### config.mk
export PLATFORM = sky130hd
export DESIGN_NAME = eiml_int_mask
export DESIGN_NICKNAME = d
export VERILOG_FILES = /design/src/hw/eiml_pkg.sv /design/src/hw/eiml_edge_if.sv /design/src/hw/eiml_int_mask.sv /design/src/hw/eiml_rise_det.sv
export SDC_FILE = /design/constraint.sdc
export NUM_CORES = 1
export LEC_CHECK = 0
export BUFFER_PORTS_ARGS = -buffer_cell sky130_fd_sc_hd__clkbuf_2
export CAP_MARGIN = 20
export CORE_MARGIN = 5
export CORE_UTILIZATION = 50
export CTS_BUF_LIST = sky130_fd_sc_hd__clkbuf_2
export DETAILED_ROUTE_END_ITERATION = 10
export PLACE_DENSITY = 0.82
export SLEW_MARGIN = 20
export SYNTH_ARGS = -nofsm -noshare
export SYNTH_HDL_FRONTEND = slang
export SYNTH_SLANG_ARGS = --single-unit
export TNS_END_PERCENT = 20
### constraint.sdc
create_clock -name ref_clk -period 2.5 [get_ports ref_clk]
set_clock_uncertainty 0.15 [all_clocks]
set_input_delay 0.25 -clock ref_clk [delete_from_list [all_inputs] [get_ports ref_clk]]
set_output_delay 0.25 -clock ref_clk [all_outputs]
set_load 0.02 [all_outputs]
### src/hw/eiml_pkg.sv
// constants shared by the e1 interrupt mask logic: register map, field
// positions, reset values and the layout of the pending-event vector.
// assumes an 8-bit register port in the ref_clk domain addressing page 1.
`default_nettype none

package eiml_pkg;
    localparam int ADDR_W = 8;
    localparam int DATA_W = 8;
    localparam int SRC_W = 24;
    localparam int EDGE_W = 10;

    localparam logic [ADDR_W-1:0] CTRL_ADDR = 8'h19;
    localparam logic [ADDR_W-1:0] RX_MASK_ADDR = 8'h1B;
    localparam logic [ADDR_W-1:0] CNT_MASK_ADDR = 8'h1C;
    localparam logic [ADDR_W-1:0] MISC_MASK_ADDR = 8'h1D;

    localparam int CTRL_SUSPEND_BIT = 6;
    localparam int CTRL_ACK_BIT = 5;
    localparam logic [DATA_W-1:0] MASK_RESET = 8'h00;
    localparam logic [DATA_W-1:0] CNT_MASK_USED = 8'hDF;
    localparam logic [DATA_W-1:0] READ_IDLE = 8'h00;

    // pending vector: rx mask at the top, counter mask in the middle
    localparam int RX_BASE = 16;
    localparam int CNT_BASE = 8;
    localparam int MISC_BASE = 0;

    localparam int P_FRAME_ERR = RX_BASE + 7;
    localparam int P_LOCAL_CRC = RX_BASE + 6;
    localparam int P_REMOTE_EBIT = RX_BASE + 5;
    localparam int P_TS16 = RX_BASE + 4;
    localparam int P_LCV_ERR = RX_BASE + 3;
    localparam int P_PRBS_ERR = RX_BASE + 2;
    localparam int P_AUX = RX_BASE + 1;
    localparam int P_RAI = RX_BASE + 0;
    localparam int P_FAS_OVF = CNT_BASE + 7;
    localparam int P_EBIT_OVF = CNT_BASE + 4;
    localparam int P_LCV_WRAP = CNT_BASE + 3;
    localparam int P_PRBS_WRAP = CNT_BASE + 2;
    localparam int P_PRBS_MF = CNT_BASE + 1;
    localparam int P_SPARE = CNT_BASE + 0;
    localparam int P_LINK_A = MISC_BASE + 7;
    localparam int P_ONE_SEC = MISC_BASE + 3;
    localparam int P_FIVE_SEC = MISC_BASE + 2;
    localparam int P_SIG = MISC_BASE + 0;

    // positions in the level vector fed to the rise detector
    localparam int E_TS16 = 0;
    localparam int E_AUX = 1;
    localparam int E_RAI = 2;
    localparam int E_LINK_A = 3;
    localparam int E_LINK_B = 4;
    localparam int E_LINK_C = 5;
    localparam int E_JITTER = 6;
    localparam int E_ONE_SEC = 7;
    localparam int E_FIVE_SEC = 8;
    localparam int E_ALARM_CRC = 9;
endpackage : eiml_pkg

`default_nettype wire

### src/hw/eiml_edge_if.sv
// carrier between the interrupt mask top and its rise detector.
// assumes both ends run on ref_clk.
`default_nettype none

interface eiml_edge_if #(parameter int W = 1);
    logic [W-1:0] level;
    logic [W-1:0] rise;
    modport src (output level, input rise);
    modport det (input level, output rise);
endinterface : eiml_edge_if

`default_nettype wire

### src/hw/eiml_int_mask.sv
// interrupt masking and combining for the e1 framer: three mask registers,
// the acknowledge and suspend controls, one active-low request pin.
// assumes event strobes and status levels come from ref_clk logic, and the
// register port strobes are synchronous one-cycle pulses on ref_clk.
`default_nettype none

module eiml_int_mask
(
    input wire logic ref_clk,
    input wire logic rst_n,
    // register port
    input wire logic reg_wr,
    input wire logic reg_rd,
    input wire logic [eiml_pkg::ADDR_W-1:0] reg_addr,
    input wire logic [eiml_pkg::DATA_W-1:0] reg_wdata,
    output logic [eiml_pkg::DATA_W-1:0] reg_rdata,
    // receive framing strobes and levels
    input wire logic frame_err_stb,
    input wire logic local_crc_err_stb,
    input wire logic remote_ebit_err_stb,
    input wire logic ts16_alarm_indication,
    input wire logic lcv_err_stb,
    input wire logic prbs_bit_err_stb,
    input wire logic aux_pattern_flag,
    input wire logic remote_alarm_flag,
    // counter overflow strobes
    input wire logic fas_cnt_ovf_stb,
    input wire logic crc_cnt_ovf_stb,
    input wire logic ebit_cnt_ovf_stb,
    input wire logic lcv_cnt_wrap_stb,
    input wire logic prbs_cnt_wrap_stb,
    input wire logic prbs_mf_cnt_ovf_stb,
    input wire logic spare_bit_chg_stb,
    input wire logic spare_nibble_chg_stb,
    input wire logic spare_bit_or_nibble_select,
    // link controllers, jitter fifo, timers, signalling
    input wire logic link_ctrl_a_irq,
    input wire logic link_ctrl_b_irq,
    input wire logic link_ctrl_c_irq,
    input wire logic jitter_near_limit,
    input wire logic one_second_flag,
    input wire logic five_second_flag,
    input wire logic remote_alarm_crc_flag,
    input wire logic sig_change_stb,
    // request pin, three-state
    output logic irq_n_o,
    output logic irq_oe
);
    import eiml_pkg::*;

    logic [DATA_W-1:0] rx_event_int_enable_ff;
    logic [DATA_W-1:0] counter_overflow_int_enable_ff;
    logic [DATA_W-1:0] misc_event_int_enable_ff;
    logic int_suspend_ff;
    logic int_acknowledge_toggle_ff;
    logic [SRC_W-1:0] pend_ff;
    logic irq_n_ff;
    logic [DATA_W-1:0] rdata_ff;

    eiml_edge_if #(.W(EDGE_W)) edge_bus ();

    eiml_rise_det #(.W(EDGE_W)) u_rise
    (
        .ref_clk(ref_clk),
        .rst_n(rst_n),
        .edge_io(edge_bus)
    );

    assign edge_bus.level[E_TS16] = ts16_alarm_indication;
    assign edge_bus.level[E_AUX] = aux_pattern_flag;
    assign edge_bus.level[E_RAI] = remote_alarm_flag;
    assign edge_bus.level[E_LINK_A] = link_ctrl_a_irq;
    assign edge_bus.level[E_LINK_B] = link_ctrl_b_irq;
    assign edge_bus.level[E_LINK_C] = link_ctrl_c_irq;
    assign edge_bus.level[E_JITTER] = jitter_near_limit;
    assign edge_bus.level[E_ONE_SEC] = one_second_flag;
    assign edge_bus.level[E_FIVE_SEC] = five_second_flag;
    assign edge_bus.level[E_ALARM_CRC] = remote_alarm_crc_flag;

    // register decode
    wire wr_ctrl = reg_wr && (reg_addr == CTRL_ADDR);
    wire wr_rx = reg_wr && (reg_addr == RX_MASK_ADDR);
    wire wr_cnt = reg_wr && (reg_addr == CNT_MASK_ADDR);
    wire wr_misc = reg_wr && (reg_addr == MISC_MASK_ADDR);

    // either direction of the acknowledge bit counts
    wire ack_clr = wr_ctrl && (reg_wdata[CTRL_ACK_BIT] != int_acknowledge_toggle_ff);

    wire [DATA_W-1:0] ctrl_rd_val = ({{(DATA_W-1){1'b0}}, int_suspend_ff} << CTRL_SUSPEND_BIT)
        | ({{(DATA_W-1){1'b0}}, int_acknowledge_toggle_ff} << CTRL_ACK_BIT);

    wire [DATA_W-1:0] rd_mux =
        (reg_addr == CTRL_ADDR) ? ctrl_rd_val :
        (reg_addr == RX_MASK_ADDR) ? rx_event_int_enable_ff :
        (reg_addr == CNT_MASK_ADDR) ? counter_overflow_int_enable_ff :
        (reg_addr == MISC_MASK_ADDR) ? misc_event_int_enable_ff : READ_IDLE;

    // the bit/nibble selector lives in another control word
    wire spare_chg = spare_bit_or_nibble_select ? spare_bit_chg_stb : spare_nibble_chg_stb;

    wire [DATA_W-1:0] rx_src =
    {
        frame_err_stb,
        local_crc_err_stb,
        remote_ebit_err_stb,
        edge_bus.rise[E_TS16],
        lcv_err_stb,
        prbs_bit_err_stb,
        edge_bus.rise[E_AUX],
        edge_bus.rise[E_RAI]
    };

    wire [DATA_W-1:0] cnt_src =
    {
        fas_cnt_ovf_stb,
        crc_cnt_ovf_stb,
        1'b0,
        ebit_cnt_ovf_stb,
        lcv_cnt_wrap_stb,
        prbs_cnt_wrap_stb,
        prbs_mf_cnt_ovf_stb,
        spare_chg
    };

    wire [DATA_W-1:0] misc_src =
    {
        edge_bus.rise[E_LINK_A],
        edge_bus.rise[E_LINK_B],
        edge_bus.rise[E_LINK_C],
        edge_bus.rise[E_JITTER],
        edge_bus.rise[E_ONE_SEC],
        edge_bus.rise[E_FIVE_SEC],
        edge_bus.rise[E_ALARM_CRC],
        sig_change_stb
    };

    wire [SRC_W-1:0] mask_all = {rx_event_int_enable_ff, counter_overflow_int_enable_ff, misc_event_int_enable_ff};
    wire [SRC_W-1:0] src_all = {rx_src, cnt_src, misc_src};

    // masks gate only the latch; sources keep running regardless
    wire [SRC_W-1:0] set_vec = src_all & mask_all & {SRC_W{~int_suspend_ff}};

    // a set arriving with the acknowledge wins; clearing a mask withdraws its bit
    wire [SRC_W-1:0] keep_vec = pend_ff & mask_all & {SRC_W{~ack_clr}};
    wire [SRC_W-1:0] nxt_pend = keep_vec | set_vec;
    wire nxt_irq_n = ~(|nxt_pend);

    wire [DATA_W-1:0] nxt_rx_mask = wr_rx ? reg_wdata : rx_event_int_enable_ff;
    wire [DATA_W-1:0] nxt_cnt_mask = wr_cnt ? (reg_wdata & CNT_MASK_USED) : counter_overflow_int_enable_ff;
    wire [DATA_W-1:0] nxt_misc_mask = wr_misc ? reg_wdata : misc_event_int_enable_ff;

    always_ff @(posedge ref_clk)
    begin
        if (!rst_n)
        begin
            rx_event_int_enable_ff <= MASK_RESET;
            counter_overflow_int_enable_ff <= MASK_RESET;
            misc_event_int_enable_ff <= MASK_RESET;
        end
        else
        begin
            rx_event_int_enable_ff <= nxt_rx_mask;
            counter_overflow_int_enable_ff <= nxt_cnt_mask;
            misc_event_int_enable_ff <= nxt_misc_mask;
        end
    end

    always_ff @(posedge ref_clk)
    begin
        if (!rst_n)
        begin
            int_suspend_ff <= 1'b0;
            int_acknowledge_toggle_ff <= 1'b0;
        end
        else if (wr_ctrl)
        begin
            int_suspend_ff <= reg_wdata[CTRL_SUSPEND_BIT];
            int_acknowledge_toggle_ff <= reg_wdata[CTRL_ACK_BIT];
        end
    end

    always_ff @(posedge ref_clk)
    begin
        if (!rst_n)
        begin
            pend_ff <= '0;
            irq_n_ff <= 1'b1;
        end
        else
        begin
            pend_ff <= nxt_pend;
            irq_n_ff <= nxt_irq_n;
        end
    end

    always_ff @(posedge ref_clk)
    begin
        if (!rst_n)
            rdata_ff <= READ_IDLE;
        else if (reg_rd)
            rdata_ff <= rd_mux;
    end

    assign reg_rdata = rdata_ff;
    assign irq_n_o = irq_n_ff;
    // suspend releases the pin; the board pull-up keeps it high
    assign irq_oe = ~int_suspend_ff;
endmodule : eiml_int_mask

`default_nettype wire

### src/hw/eiml_rise_det.sv
// zero-to-one detector for a vector of status levels.
// assumes levels come from logic on ref_clk, so no synchroniser is needed.
`default_nettype none

module eiml_rise_det #(parameter int W = 1)
(
    input wire logic ref_clk,
    input wire logic rst_n,
    eiml_edge_if.det edge_io
);
    logic [W-1:0] prev_ff;
    logic armed_ff;

    // refuse a width the vector logic cannot serve
    if (W < 1)
    begin : g_bad_width
        $error("eiml_rise_det: W must be at least one");
    end

    // a level already high when reset lifts is not a rise
    assign edge_io.rise = edge_io.level & ~prev_ff & {W{armed_ff}};

    always_ff @(posedge ref_clk)
    begin
        if (!rst_n)
        begin
            prev_ff <= '0;
            armed_ff <= 1'b0;
        end
        else
        begin
            prev_ff <= edge_io.level;
            armed_ff <= 1'b1;
        end
    end
endmodule : eiml_rise_det

`default_nettype wire

[Yosys cells after proc, flatten, opt, wreduce, memory -nomap -nowiden]
Index checks and enable logic that the tools add are counted.
W data, S select, Z words.
Storage, ports and cells
  output and inout bits: 10
  register bits after elaboration: 69
Cells by class
  multiplexer cells: 6
  equal/unequal tests: 5
  reductions and logical operators: 6
  bitwise logic cells: 12
Operators by type and width (count)
  $and A24 B24 Y24: 4
  $eq A8 B5 Y1 const B: 4
  $mux W8: 4
  $or A24 B24 Y24: 1
  $reduce_or A24 Y1: 1
  $and A10 B10 Y10: 2
  $not A10 Y10: 1
  $or A7 B6 Y7: 1
  $logic_and A1 B1 Y1: 5
  $not A1 Y1: 3
  $mux W1: 2
  $ne A1 B1 Y1: 1

[Logic depth before layout (Yosys ltp)]
  depth after elaboration: 8
  depth in mapped cells: 7
  depth with buffers taken out: 6

[Modules after synthesis]
From an unflattened synthesis, not the netlist that was laid out.
Unflattened totals
  cell total of the unflattened synthesis: 319
  area, all modules: 3036.7 um^2
Modules (own cells, without submodules)
  eiml_int_mask: cells each 288, instances 1, area an instance 2666.3 um^2, sequential area each 1141.1 um^2
  eiml_rise_det: cells each 31, instances 1, area an instance 370.4 um^2, sequential area each 220.2 um^2

[Least setup slack after synthesis]
No wires, ideal clock.
  kind: register to register
  start: reg int_suspend_ff
  end: reg irq_n_ff (netlist: irq_n_o)
  stages on the path, launching flop included: 8
  arrival: 1499 ps
  setup time: 59 ps
  path buffers: 1
  slack: 792 ps
  path through: dfxtp_1 nor2b_2 buf_6 nand4b_1 nand4_1 or3_1 a211oi_2 a41o_1
Between the ends
  word-level cells in the longest chain between the ends: 5
Ends and longest elaborated chain
  start: declaration: line eiml_int_mask.sv:54  | logic int_suspend_ff;
  start signal: assignment: line eiml_int_mask.sv:177  | int_suspend_ff <= reg_wdata[CTRL_SUSPEND_BIT];
  $not A1 Y1: line eiml_int_mask.sv:141  | wire [SRC_W-1:0] set_vec = src_all & mask_all & {SRC_W{~int_suspend_ff}};
  $and A24 B24 Y24: line eiml_int_mask.sv:141
  $or A24 B24 Y24: line eiml_int_mask.sv:145  | wire [SRC_W-1:0] nxt_pend = keep_vec | set_vec;
  $reduce_or A24 Y1: line eiml_int_mask.sv:146  | wire nxt_irq_n = ~(|nxt_pend);
  $not A1 Y1: line eiml_int_mask.sv:146
  end signal: assignment: line eiml_int_mask.sv:192  | irq_n_ff <= nxt_irq_n;
  end: declaration: line eiml_int_mask.sv:57  | logic irq_n_ff;
No other way between the ends.
A chain may end at the register's enable or synchronous reset.

[Worst setup path in the final report]
  start: in reg_addr[0] (netlist bit)
  end: reg rx_event_int_enable_ff[5]
Between the ends
  word-level cells in the longest chain between the ends: 2
Ends and longest elaborated chain
  start: declaration: line eiml_int_mask.sv:14  | input wire logic [eiml_pkg::ADDR_W-1:0] reg_addr,
  $eq A8 B5 Y1: line eiml_int_mask.sv:82  | wire wr_rx = reg_wr && (reg_addr == RX_MASK_ADDR);
  $logic_and A1 B1 Y1: line eiml_int_mask.sv:82
  end signal: assignment: line eiml_int_mask.sv:162  | rx_event_int_enable_ff <= nxt_rx_mask;
  end: declaration: line eiml_int_mask.sv:51  | logic [DATA_W-1:0] rx_event_int_enable_ff;
No other way between the ends.

==> flow_summary_export.csv <==
group,metric,value,unit
status,status,"finished, final reports clean",
layout,instances_no_fill,482,
global_routing,overflow,0,
routing,wire_per_inst,16.3,um
layout,fill_cells,479,
routing,wirelength,7840,um
cts,cts_tree,"yes",
timing,rsz0062_at_grt,"no",
setup_path,end_kind,"register",
timing,fmax,0.443,GHz
yosys,synth_top_family_by_area,"simple AND/OR/NAND/NOR gates",
layout,area_growth_syn_to_layout,27.4,%
cts,path_clk_slew,0.17,ns
cts,post-cts-setup-buffers,0,
cts,htree_num_levels,3,
min_path,min_path_type,"input pin to register",
routing,route.detailed.drc,0,
die,die_w,85.0,um
timing,timing_hold_violations_final,0,
yosys,ys_ff_latch,68,
routing,viasPerCell,5.73,
die,ios,55,
cts,clock_path_buffers,2,
yosys,synth_cell_type_count,45,
timing,max_slew_margin,68.6,%
setup_path,critPathRequiredTime,2.77,ns
layout,nNetsFinal,451,
cts,clockRootBuffer,"clkbuf_2",
power_and_ir_drop,ir_drop,0.000418,V
setup_path,crit_arrival,2.53,ns
yosys,syn_inst,317,
yosys,synth_xor_area_share,0.312,%
routing,vias,2763,
global_routing,track_usage,22.0,%
timing,period_needed,2.26,ns
yosys,synth_common_cells,"dfxtp_1 (68), nand2_1 (46), nand3_1 (34)",
layout,diodes,0,
die,core,5470,um^2
power_and_ir_drop,powerDensity,523,nW/um^2
placement,dp.final_hpwl,5390,um
placement,gp_routability_congestion,0.862,
yosys,syn_nets,362,
setup_path,crit_type,"input pin to register",
run,drv_cap,0,
global_routing,grt_max_degree,36,
yosys,synth-async-reset-ratio,0,%
yosys,synth_area_leaders,"dfxtp_1 (48%), nand2_1 (6.1%), nand3_1 (6.1%), a21oi_1 (5.7%), a22oi_1 (4.0%)",
placement,placed_cells,433,
yosys,ys_warn_count,0,
placement,place.port_buffers,54,
yosys,muxShareOfSynthArea,1.11,%
yosys,synth_compound_area_share,19.1,%
setup_path,cp-start-kind,"input pin",
cts,clkSinkCount,68,
global_routing,antenna_found_initial,0,
timing,maxSlewViolCount,0,
yosys,synth_edf_count,0,
yosys,synth.largest_area_cell,"dfxtp_1",
cts,insertion_delay,0.51,ns
die,row_count,27,
global_routing,grt_pass1_vias,2580,
die,die_h,85.0,um
die,initial_utilization,51.3,%
placement,placed_area,3140,um^2
yosys,yosysMostFrequentCell,"dfxtp_1",
yosys,synth-simple-area-share,27.4,%
layout,drive_above_1_share,21.5,%
layout,finalInstanceArea,3580,um^2
routing,drtAntennaViolNets,0,
timing,setup_viol,0,
yosys,synth_fa_ha_area_share,0,%
routing,drt-initial-drc-count,303,
yosys,synth-main-ff-cell,"dfxtp_1",
die,fp.dieArea,7220,um^2
timing,fin_crit_sh,90.3,%
yosys,seq_area_frac_synth,48.4,%
global_routing,grt_pass1_wl,12500,um
cts,post_cts_resize_count,0,
yosys,synth_top_area_share,48.4,%
cts,numCtsBuffers,9,
yosys,syn_avg_cell_area,8.86,um^2
yosys,syn-cell-area,2810,um^2
routing,dr.pass1.iters,5,
setup_path,critical_path.max_fanout,16,
timing,max_slew.worst_pin.slew,0.471,ns
timing,timing.setup.tns,0,ns
power_and_ir_drop,power_leakage,1.38,nW
-- critical path: stages --
cell,delay [ns]
dlygate4sd3_1,0.55
clkbuf_2,0.14
nand4_1,0.19
nor3b_2,0.23
buf_4,0.25
nand2_2,0.18
nand2_1,0.11
a21oi_1,0.06
dlygate4sd3_1,0.55
-- cell type report --
cell class / count / area [um^2] / area share, %
well taps: 72 / 90.1 / 2.52
flip-flops and latches: 68 / 1360 / 38.0
clock inverters: 3 / 38.8 / 1.08
inverters: 6 / 22.5 / 0.629
repair buffers: 95 / 663 / 18.5
multi-input cells: 226 / 1350 / 37.6
clock buffers: 12 / 60.1 / 1.68
-- logic make-up after synthesis --
family	after synthesis
AO/OA/AOI/OAI	77
AND/OR/NAND/NOR	145
multiplexers	3
XOR/XNOR	1
buffers and inverters	23
flip-flops	68
-- per-layer routing --
metal / GRT usage, % / routed length [um] / vias up
li1: - / - / 1334
met1: 27.0 / 3280 / 1290
met2: 36.4 / 3750 / 129
met3: 7.28 / 709 / 10
met4: 6.62 / 102 / 0
met5: 0 / 0 / -
-- flip-flops by register name, summed over array words and instances (netlist names) --
name and count:
misc_event_int_enable_ff 8, u_rise.prev_ff 10, rx_event_int_enable_ff 8, reg_rdata 8, u_rise.armed_ff 1, pend_ff 23, irq_n_o 1, int_acknowledge_toggle_ff 1
counter_overflow_int_enable_ff 7, int_suspend_ff 1
-- path summary, 6_finish.rpt --
path / from / to / slack (ns) / cells past startpoint
worst min register to register: pend_ff[1] / pend_ff[1] / 0.35 / 2
worst min-delay path: reg_addr[3] / counter_overflow_int_enable_ff[1] / 0.03 / 5
worst max register to register: int_suspend_ff / irq_n_o / 0.52 / 6
worst max-delay path: reg_addr[0] / rx_event_int_enable_ff[5] / 0.24 / 9
-- through the flow --
| step | hold slack [ns] | total power, mW | utilization [%] | worst slack, ns |
|---|---|---|---|---|
| 5_1_grt | 0.0184 | 1.95 | 65.4 | 0.192 |
| 6_report | 0.0260 | 1.87 | 65.4 | 0.243 |
| 4_1_cts | 0.00460 | 1.88 | 65.4 | 0.342 |
| 2_1_floorplan | 0.128 | 1.20 | - | 0.792 |
| 3_3_place_gp | 0.320 | 1.26 | 57.4 | 0.572 |
| 3_5_place_dp | 0.327 | 1.27 | 57.4 | 0.477 |
-- repair_timing --
| action | CTS | global route |
|---|---|---|
| setup endpoints to repair | 0 | 0 |
| hold buffers | 34 | 0 |
| hold endpoints to repair | 61 | 0 |
-- report_power, final --
part | leakage (nW) | internal [mW] | total, mW | switching, mW
combinational | 0.760 | 0.0925 | 0.180 | 0.0877
sequential | 0.552 | 1.10 | 1.11 | 0.00530
clock | 0.0695 | 0.234 | 0.588 | 0.354
total | 1.38 | 1.43 | 1.87 | 0.447
-- cell usage in the layout (no fill, tap or decap), drive strengths merged --
cell type    instances
nor3                 1
dlygate4sd3         34
mux2                 1
and2b                1
nand4b               7
nand2b               1
inv                  5
o32a                 1
and3                 4
nor3b                2
nand4                4
a22oi               15
dfxtp               68
nor2                23
bufinv               1
buf                  7
clkinv               3
a41o                 1
mux2i                2
a21oi               32
clkbuf              66
or3                  1
a32o                 3
a211oi               7
nor4b                1
a31oi                1
a41oi                2
and2                13
nor2b                3
a221oi               2
nand3               35
and4bb               2
xor2                 1
a222oi               7
a22o                 3
o21ai                3
nand2               47
(Power assumes the default switching activity.)
